===== src/common/cecs_regs.svh =====
// Constants for the CPU event counter setup block: bit positions within the
// three channel words, reset values and counter limits.
// Assumes channel words are numbered with bit 0 as the leftmost (MSB) bit.
`ifndef CECS_REGS_SVH
`define CECS_REGS_SVH

// ============================================================
// Counter control word bit positions
`define CECS_CTL_CNT_A     6
`define CECS_CTL_CNT_B     7
`define CECS_CTL_OVF_CLR   8
`define CECS_CTL_STOP_A    9
`define CECS_CTL_STOP_B    10
`define CECS_CTL_CARRY_A1  11
`define CECS_CTL_CARRY_A2  12
`define CECS_CTL_CARRY_B1  13
`define CECS_CTL_CARRY_B2  14
`define CECS_CTL_SPEC_SEL  15

// ============================================================
// Event select and qualifier word bit positions
`define CECS_EV_UP_MSB     0
`define CECS_EV_UP_LSB     4
`define CECS_EV_LO_MSB     5
`define CECS_EV_LO_LSB     9
`define CECS_EV_ALL_JOBS   11
`define CECS_EV_MON_MASK   12
`define CECS_EV_JOB_MASK   13
`define CECS_EV_DF56_MASK  14
`define CECS_EV_DF57_MASK  15

// ============================================================
// Function match word fields
`define CECS_FM_SEL_MSB    0
`define CECS_FM_SEL_LSB    7
`define CECS_FM_MASK_MSB   8
`define CECS_FM_MASK_LSB   15

// ============================================================
// Values
`define CECS_WORD_RST      16'h0000
`define CECS_CNT_MAX       16'hFFFF
`define CECS_CNT_TOP       15
`define CECS_FCODE_ZERO    8'h00
`define CECS_EVT_FMATCH    5'h12

`endif


===== src/common/cecs_pkg.sv =====
// Types shared by the event counter setup design files.
// Assumes nothing beyond the constants header.
package cecs_pkg;
    typedef logic [0:15] cecs_word_t;   // Channel word, bit 0 leftmost
    typedef logic [15:0] cecs_cnt_t;    // One 16-bit counter
    typedef logic [7:0]  cecs_fcode_t;  // Instruction function code
    typedef logic [4:0]  cecs_evcode_t; // Event select code
endpackage : cecs_pkg


===== src/verilog/cecs_fmatch.sv =====
// Masked instruction function-code comparator.
// Assumes select and mask are taken from the function match word, MSB first.
`timescale 1ns/10ps
`default_nettype none
`include "cecs_regs.svh"
module cecs_fmatch (
    input  wire logic                 clk_i,     // For assertions only
    input  wire logic                 srst_i,    // Sync reset
    input  wire cecs_pkg::cecs_fcode_t code_i,   // Issued instruction code
    input  wire logic                 valid_i,   // Instruction issued
    input  wire cecs_pkg::cecs_fcode_t sel_i,    // Select code
    input  wire cecs_pkg::cecs_fcode_t mask_i,   // Compare mask
    output logic                      match_o    // Matched event
);
    // ============================================================
    // Compare
    // Only masked positions are compared, so a zero mask matches all
    always_comb begin
        match_o = valid_i && (((code_i ^ sel_i) & mask_i) == `CECS_FCODE_ZERO);
    end
endmodule : cecs_fmatch
`default_nettype wire


===== src/verilog/cecs_top.sv =====
// Event counter setup and qualification for the four CPU counters.
// Assumes channel writes, events and qualifiers come from logic on the
// same clock, each event and strobe being a one-cycle pulse.
`timescale 1ns/10ps
`default_nettype none
`include "cecs_regs.svh"
module cecs_top (
    input  wire logic                  CLOCK_I,        // 100 MHz
    input  wire logic                  SRST_I,         // Sync reset, high
    input  wire logic                  CTRL_WR_I,      // Control word strobe
    input  wire cecs_pkg::cecs_word_t  CTRL_DATA_I,    // Control word
    input  wire logic                  EVSEL_WR_I,     // Event word strobe
    input  wire cecs_pkg::cecs_word_t  EVSEL_DATA_I,   // Event word
    input  wire logic                  FMATCH_WR_I,    // Function word strobe
    input  wire cecs_pkg::cecs_word_t  FMATCH_DATA_I,  // Function word
    input  wire logic [31:0]           EVENT_I,        // Event pulses by code
    input  wire cecs_pkg::cecs_fcode_t FUNC_CODE_I,    // Issued function code
    input  wire logic                  FUNC_VALID_I,   // Instruction issued
    input  wire logic                  MONITOR_I,      // CPU in monitor mode
    input  wire logic                  JOB_SEL_I,      // Job selected
    input  wire logic                  DF56_HIT_I,     // Address+flag 56 hit
    input  wire logic                  DF57_HIT_I,     // Address+flag 57 hit
    input  wire logic                  READ_I,         // Read transfer pulse
    input  wire logic                  CLEAR_FAULT_I,  // Clear fault pulse
    output logic                       CPU_HALT_O,     // Stop request
    output cecs_pkg::cecs_cnt_t        DISP_A1_O,      // Snapshot A1
    output cecs_pkg::cecs_cnt_t        DISP_A2_O,      // Snapshot A2
    output cecs_pkg::cecs_cnt_t        DISP_B1_O,      // Snapshot B1
    output cecs_pkg::cecs_cnt_t        DISP_B2_O       // Snapshot B2
);
    // ============================================================
    // Declarations
    cecs_pkg::cecs_word_t ctl_reg,    ctl_next;     // Counter control
    cecs_pkg::cecs_word_t spec_a_reg, spec_a_next;  // Counter A specs
    cecs_pkg::cecs_word_t spec_b_reg, spec_b_next;  // Counter B specs
    cecs_pkg::cecs_word_t fm_reg,     fm_next;      // Function match
    cecs_pkg::cecs_cnt_t  a1_reg, a1_next;          // Pair A upper
    cecs_pkg::cecs_cnt_t  a2_reg, a2_next;          // Pair A lower
    cecs_pkg::cecs_cnt_t  b1_reg, b1_next;          // Pair B upper
    cecs_pkg::cecs_cnt_t  b2_reg, b2_next;          // Pair B lower
    cecs_pkg::cecs_cnt_t  da1_reg, da1_next;        // Display snapshots
    cecs_pkg::cecs_cnt_t  da2_reg, da2_next;
    cecs_pkg::cecs_cnt_t  db1_reg, db1_next;
    cecs_pkg::cecs_cnt_t  db2_reg, db2_next;
    logic                 halt_reg, halt_next;      // Stop latch
    logic                 fmatch;                   // Function match event
    logic [31:0]          ev_vec;                   // Events after match
    logic                 inc_a1, inc_a2;           // Qualified counts A
    logic                 inc_b1, inc_b2;           // Qualified counts B
    logic                 chain_a, chain_b;         // Pair chained
    logic                 carry_a, carry_b;         // Lower wrap into upper
    logic                 hit_a, hit_b;             // Pair incremented

    // ============================================================
    // Function code comparator
    cecs_fmatch u_fmatch (
        .clk_i   (CLOCK_I),
        .srst_i  (SRST_I),
        .code_i  (FUNC_CODE_I),
        .valid_i (FUNC_VALID_I),
        .sel_i   (fm_reg[`CECS_FM_SEL_MSB:`CECS_FM_SEL_LSB]),
        .mask_i  (fm_reg[`CECS_FM_MASK_MSB:`CECS_FM_MASK_LSB]),
        .match_o (fmatch)
    );

    // ============================================================
    // Helpers
    // Qualifier gate: every enabled mask must see its condition, except the job mask when all jobs is set
    function automatic logic qualify(input cecs_pkg::cecs_word_t spec,
                                     input logic ev);
        logic job_ok;
        job_ok = spec[`CECS_EV_ALL_JOBS] || !spec[`CECS_EV_JOB_MASK] || JOB_SEL_I;
        qualify = ev && job_ok
            && (!spec[`CECS_EV_MON_MASK] || MONITOR_I)
            && (!spec[`CECS_EV_DF56_MASK] || DF56_HIT_I)
            && (!spec[`CECS_EV_DF57_MASK] || DF57_HIT_I);
    endfunction : qualify

    // Clear on read: only the top bit when overflow clear is set
    function automatic cecs_pkg::cecs_cnt_t rd_clear(input cecs_pkg::cecs_cnt_t c,
                                                     input logic ovf);
        rd_clear = c;
        if (ovf) begin
            rd_clear[`CECS_CNT_TOP] = 1'b0;
        end else begin
            rd_clear = `CECS_WORD_RST;
        end
    endfunction : rd_clear

    // ============================================================
    // Event selection and qualification
    always_comb begin
        ev_vec = EVENT_I;
        ev_vec[`CECS_EVT_FMATCH] = fmatch;
        chain_a = ctl_reg[`CECS_CTL_CARRY_A1] || ctl_reg[`CECS_CTL_CARRY_A2];
        chain_b = ctl_reg[`CECS_CTL_CARRY_B1] || ctl_reg[`CECS_CTL_CARRY_B2];
        // Counting is gated by the start bits; setup is taken as written
        inc_a2 = ctl_reg[`CECS_CTL_CNT_A] && qualify(spec_a_reg,
                 ev_vec[spec_a_reg[`CECS_EV_LO_MSB:`CECS_EV_LO_LSB]]);
        inc_a1 = ctl_reg[`CECS_CTL_CNT_A] && !chain_a && qualify(spec_a_reg,
                 ev_vec[spec_a_reg[`CECS_EV_UP_MSB:`CECS_EV_UP_LSB]]);
        inc_b2 = ctl_reg[`CECS_CTL_CNT_B] && qualify(spec_b_reg,
                 ev_vec[spec_b_reg[`CECS_EV_LO_MSB:`CECS_EV_LO_LSB]]);
        inc_b1 = ctl_reg[`CECS_CTL_CNT_B] && !chain_b && qualify(spec_b_reg,
                 ev_vec[spec_b_reg[`CECS_EV_UP_MSB:`CECS_EV_UP_LSB]]);
        carry_a = chain_a && inc_a2 && (a2_reg == `CECS_CNT_MAX);
        carry_b = chain_b && inc_b2 && (b2_reg == `CECS_CNT_MAX);
        hit_a = inc_a1 || inc_a2;
        hit_b = inc_b1 || inc_b2;
    end

    // ============================================================
    // Channel word next values
    always_comb begin
        ctl_next    = ctl_reg;
        spec_a_next = spec_a_reg;
        spec_b_next = spec_b_reg;
        fm_next     = fm_reg;
        if (CTRL_WR_I) begin
            ctl_next = CTRL_DATA_I;
        end
        // Event word goes to the pair named by the latest control word
        if (EVSEL_WR_I) begin
            if (ctl_next[`CECS_CTL_SPEC_SEL]) begin
                spec_b_next = EVSEL_DATA_I;
            end else begin
                spec_a_next = EVSEL_DATA_I;
            end
        end
        if (FMATCH_WR_I) begin
            fm_next = FMATCH_DATA_I;
        end
    end

    // Channel word registers
    always_ff @(posedge CLOCK_I) begin
        if (SRST_I) begin
            ctl_reg    <= `CECS_WORD_RST;
            spec_a_reg <= `CECS_WORD_RST;
            spec_b_reg <= `CECS_WORD_RST;
            fm_reg     <= `CECS_WORD_RST;
        end else begin
            ctl_reg    <= ctl_next;
            spec_a_reg <= spec_a_next;
            spec_b_reg <= spec_b_next;
            fm_reg     <= fm_next;
        end
    end

    // ============================================================
    // Counter next values
    // A read drops any count in the same cycle; the snapshot stays coherent
    always_comb begin
        a1_next = a1_reg + 16'(inc_a1 || carry_a);
        a2_next = a2_reg + 16'(inc_a2);
        b1_next = b1_reg + 16'(inc_b1 || carry_b);
        b2_next = b2_reg + 16'(inc_b2);
        da1_next = da1_reg;
        da2_next = da2_reg;
        db1_next = db1_reg;
        db2_next = db2_reg;
        if (READ_I) begin
            da1_next = a1_reg;
            da2_next = a2_reg;
            db1_next = b1_reg;
            db2_next = b2_reg;
            a1_next = rd_clear(a1_reg, ctl_reg[`CECS_CTL_OVF_CLR]);
            a2_next = rd_clear(a2_reg, ctl_reg[`CECS_CTL_OVF_CLR]);
            b1_next = rd_clear(b1_reg, ctl_reg[`CECS_CTL_OVF_CLR]);
            b2_next = rd_clear(b2_reg, ctl_reg[`CECS_CTL_OVF_CLR]);
        end
    end

    // Counter registers
    always_ff @(posedge CLOCK_I) begin
        if (SRST_I) begin
            a1_reg  <= `CECS_WORD_RST;
            a2_reg  <= `CECS_WORD_RST;
            b1_reg  <= `CECS_WORD_RST;
            b2_reg  <= `CECS_WORD_RST;
            da1_reg <= `CECS_WORD_RST;
            da2_reg <= `CECS_WORD_RST;
            db1_reg <= `CECS_WORD_RST;
            db2_reg <= `CECS_WORD_RST;
        end else begin
            a1_reg  <= a1_next;
            a2_reg  <= a2_next;
            b1_reg  <= b1_next;
            b2_reg  <= b2_next;
            da1_reg <= da1_next;
            da2_reg <= da2_next;
            db1_reg <= db1_next;
            db2_reg <= db2_next;
        end
    end

    // ============================================================
    // Stop latch
    // A new stop event in the clear cycle wins, so no hit is lost
    always_comb begin
        halt_next = halt_reg;
        if (CLEAR_FAULT_I) begin
            halt_next = 1'b0;
        end
        if ((hit_a && ctl_reg[`CECS_CTL_STOP_A]) || (hit_b && ctl_reg[`CECS_CTL_STOP_B])) begin
            halt_next = 1'b1;
        end
    end

    // Stop register
    always_ff @(posedge CLOCK_I) begin
        if (SRST_I) begin
            halt_reg <= 1'b0;
        end else begin
            halt_reg <= halt_next;
        end
    end

    // ============================================================
    // Outputs
    assign CPU_HALT_O = halt_reg;
    assign DISP_A1_O  = da1_reg;
    assign DISP_A2_O  = da2_reg;
    assign DISP_B1_O  = db1_reg;
    assign DISP_B2_O  = db2_reg;
endmodule : cecs_top
`default_nettype wire


===== config.mk =====
export PLATFORM = sky130hd
export DESIGN_NAME = cecs_top
export DESIGN_NICKNAME = d
export VERILOG_FILES = /design/src/common/cecs_pkg.sv /design/src/verilog/cecs_fmatch.sv /design/src/verilog/cecs_top.sv
export VERILOG_INCLUDE_DIRS = /design/src /design/src/common
export SDC_FILE = /design/constraint.sdc
export NUM_CORES = 1
export LEC_CHECK = 0
export ABC_AREA = 0
export BUFFER_PORTS_ARGS = -buffer_cell sky130_fd_sc_hd__clkbuf_2
export CAP_MARGIN = 25
export CORE_MARGIN = 10
export CORE_UTILIZATION = 44
export CTS_CLUSTER_DIAMETER = 80
export DETAILED_ROUTE_END_ITERATION = 16
export GPL_TIMING_DRIVEN = 1
export PLACE_DENSITY = 0.7
export SYNTH_ARGS = -nofsm -noshare
export SYNTH_HDL_FRONTEND = slang
export SYNTH_SLANG_ARGS = --single-unit

===== constraint.sdc =====
create_clock -name CLOCK_I -period 10.1 [get_ports CLOCK_I]
set_clock_uncertainty 0.15 [all_clocks]
set_input_delay 1.515 -clock CLOCK_I [delete_from_list [all_inputs] [get_ports CLOCK_I]]
set_output_delay 1.515 -clock CLOCK_I [all_outputs]
set_load 0.02 [all_outputs]

==> qor.yml <==
timing:
  worst_slack_ns: 5.48
  rsz0062_at_grt: "false"
  max_slew_margin_pct: 37.6
  fmax_ghz: 0.216
  whs_ns: 0.342
  worst_slew_pin_slew_ns: 0.933
  final-setup-viol-count: 0
  finalCriticalPeriod_ns: 4.62
  slew_viol_final: 0
  fin_setup_tns_ns: 0
  period_share_pct: 45.8
  hold_viol: 0
critical_path:
  critPathKind: "primary input to flop"
  cp_max_fo: 7
  cp-start-kind: "primary input"
  endpoint_kind: "flop"
  reg2reg_depth: 14
  cp_data_arrival_time_ns: 4.76
  critPathRequiredTime_ns: 10.24
synth:
  syn_area_um2: 8710
  syn_nets: 1026
  synth_edf_count: 0
  syn_inst: 918
  synthArstFlopShare_pct: 0
  synth_warnings: 0
  synth_seq_area_share_pct: 42.5
  synthFlopType: "dfxtp_1"
  syn_area_per_cell_um2: 9.48
  synth_cell_type_count: 58
  yosys_register_bits: 185
grt:
  grt_use_total_pct: 16.3
  grt_pass1_vias: 6876
  grt_overflow_total: 0
  grt_max_degree: 73
  antenna_found_initial: 1
  grt_pass1_wl_um: 35200
drt:
  via_count: 7025
  wl_per_cell_um: 16.3
  detail-route-antenna-nets: 0
  routed_via_density: 5.33
  drt-total-wl_um: 21500
  drcViolationCount: 0
  drtIter0Drc: 468
  dr.pass1.iters: 5
finish:
  num_antenna_cells: 0
  layout_common_cells: "185 x dfxtp_1, 184 x nor2_1, 154 x clkbuf_2"
  mostFrequentLayoutCell: "dfxtp_1"
  post_layout_nonfiller_instances: 1318
  area_growth_pct: 17.3
  nets: 1148
  layout-drive-gt1-share_pct: 22.2
placement:
  place.gp.congestion: 0.910
  placed_cells: 1285
  place_ws_ns: 5.03
  hpwlAfterDp_um: 15400
  port_buffers: 156
clock_tree:
  post-cts-setup-buffer-count: 0
  cts_made_buffers: 17
  cts_resized: 0
  hold_buffers: 0
  cts_htree_levels: 4
  clock_sinks: 185
  cts_tree: "built"
  root_buffer: "clkbuf_16"
  cts_buffer_depth: 2
  clk_latency_ns: 0.43
  path_clk_slew_ns: 0.07
die:
  die_x_um: 161
  die_h_um: 161
  start_util_pct: 44.7
  rows: 51
  dieArea_um2: 25800
  core_area_um2: 19500
  ioPinCount: 165
hold_path:
  hold_class: "flop to flop"
  whs_path_depth: 2
power_and_ir_drop:
  power.density_nw_per_um2: 152
  finalPower_w: 0.00155
  p_leak_nw: 4.31
  ir_drop_v: 0.000120
run_status:
  status: "finished, final reports clean"
flow_run:
  cap_viol_max_count: 0
-- kinds of logic after synthesis --
logic type / synth area share [%]
simple gates: 18.8
flops: 42.5
buf+inv: 3.35
compound gates: 7.33
mux: 23.5
fa+ha+maj: 1.15
xor+xnor: 3.32
-- metrics by stage --
step / utilization, % / area, µm²
5_1_grt: 52.5 / 10200
2_1_floorplan: - / 8710
3_3_place_gp: 49.3 / 9600
4_1_cts: 52.4 / 10200
3_5_place_dp: 49.5 / 9620
6_report: 52.5 / 10200
-- layer usage --
metal	global-route usage (%)	wire length [µm]
met1	20.6	9580
met2	25.8	10000
met3	5.78	1570
met4	4.51	250
met5	0	10
-- critical path, cell delays in order --
cell and delay, ns:
clkbuf_2 0.08, xor2_1 0.15, a222oi_1 0.33, and4_1 0.38, nand3_1 0.11, a41oi_1 0.48, a21o_2 0.22, ha_1 0.20
ha_1 0.15, nor2b_1 0.24, nand3_1 0.24, nor3_1 0.27, nand3_1 0.13, nand3_1 0.10, o21a_1 0.11, nor2_1 0.04
-- cell usage after synthesis, types with 3 or more instances --
cell type	count	share of area, %
nor2b_1	9	0.65
a31oi_1	17	1.2
nor3b_1	5	0.43
buf_1	5	0.22
mux4_2	17	4.4
nand4_1	11	0.79
and3_1	10	0.72
xnor2_1	11	1.1
o211ai_1	10	0.86
o21ai_0	13	0.75
nand3_1	43	2.5
mux2_2	11	1.4
a22oi_1	3	0.26
nand2_1	32	1.4
clkbuf_1	39	1.7
nand2b_1	16	1.1
or3_1	10	0.72
dfxtp_1	185	43
xor2_1	22	2.2
nor3_1	11	0.63
inv_1	9	0.39
ha_1	8	1.1
or2_2	9	0.65
mux4_1	8	2.4
o21a_1	4	0.34
buf_2	10	0.57
nand3b_1	5	0.43
mux2i_1	133	15
a21oi_1	33	1.9
nor2_1	184	7.9
-- report_power, final --
part / internal [W] / leakage (nW) / switching (W)
clock: 0.000354 / 0.281 / 0.000303
combinational: 0.0000663 / 2.53 / 0.0000715
sequential: 0.000742 / 1.50 / 0.0000174
-- final timing paths --
path,startpoint,end,slack (ns)
worst max-delay path,FUNC_CODE_I[1],b1_reg[14],5.48
worst min register to register,DISP_B2_O[5],DISP_B2_O[5],0.34
worst min-delay path,DISP_B2_O[5],DISP_B2_O[5],0.34
worst max register to register,spec_a_reg[12],a1_reg[14],6.07
-- final cells by class --
cell class | instances | area, µm²
multi-input combinational | 665 | 4710
clock buffer | 18 | 439
tap | 265 | 332
fill | 1850 | 9250
timing repair buffer | 162 | 855
inverter | 9 | 33.8
sequential | 185 | 3700
clock inverter | 14 | 136
(Power assumes the default switching activity.)
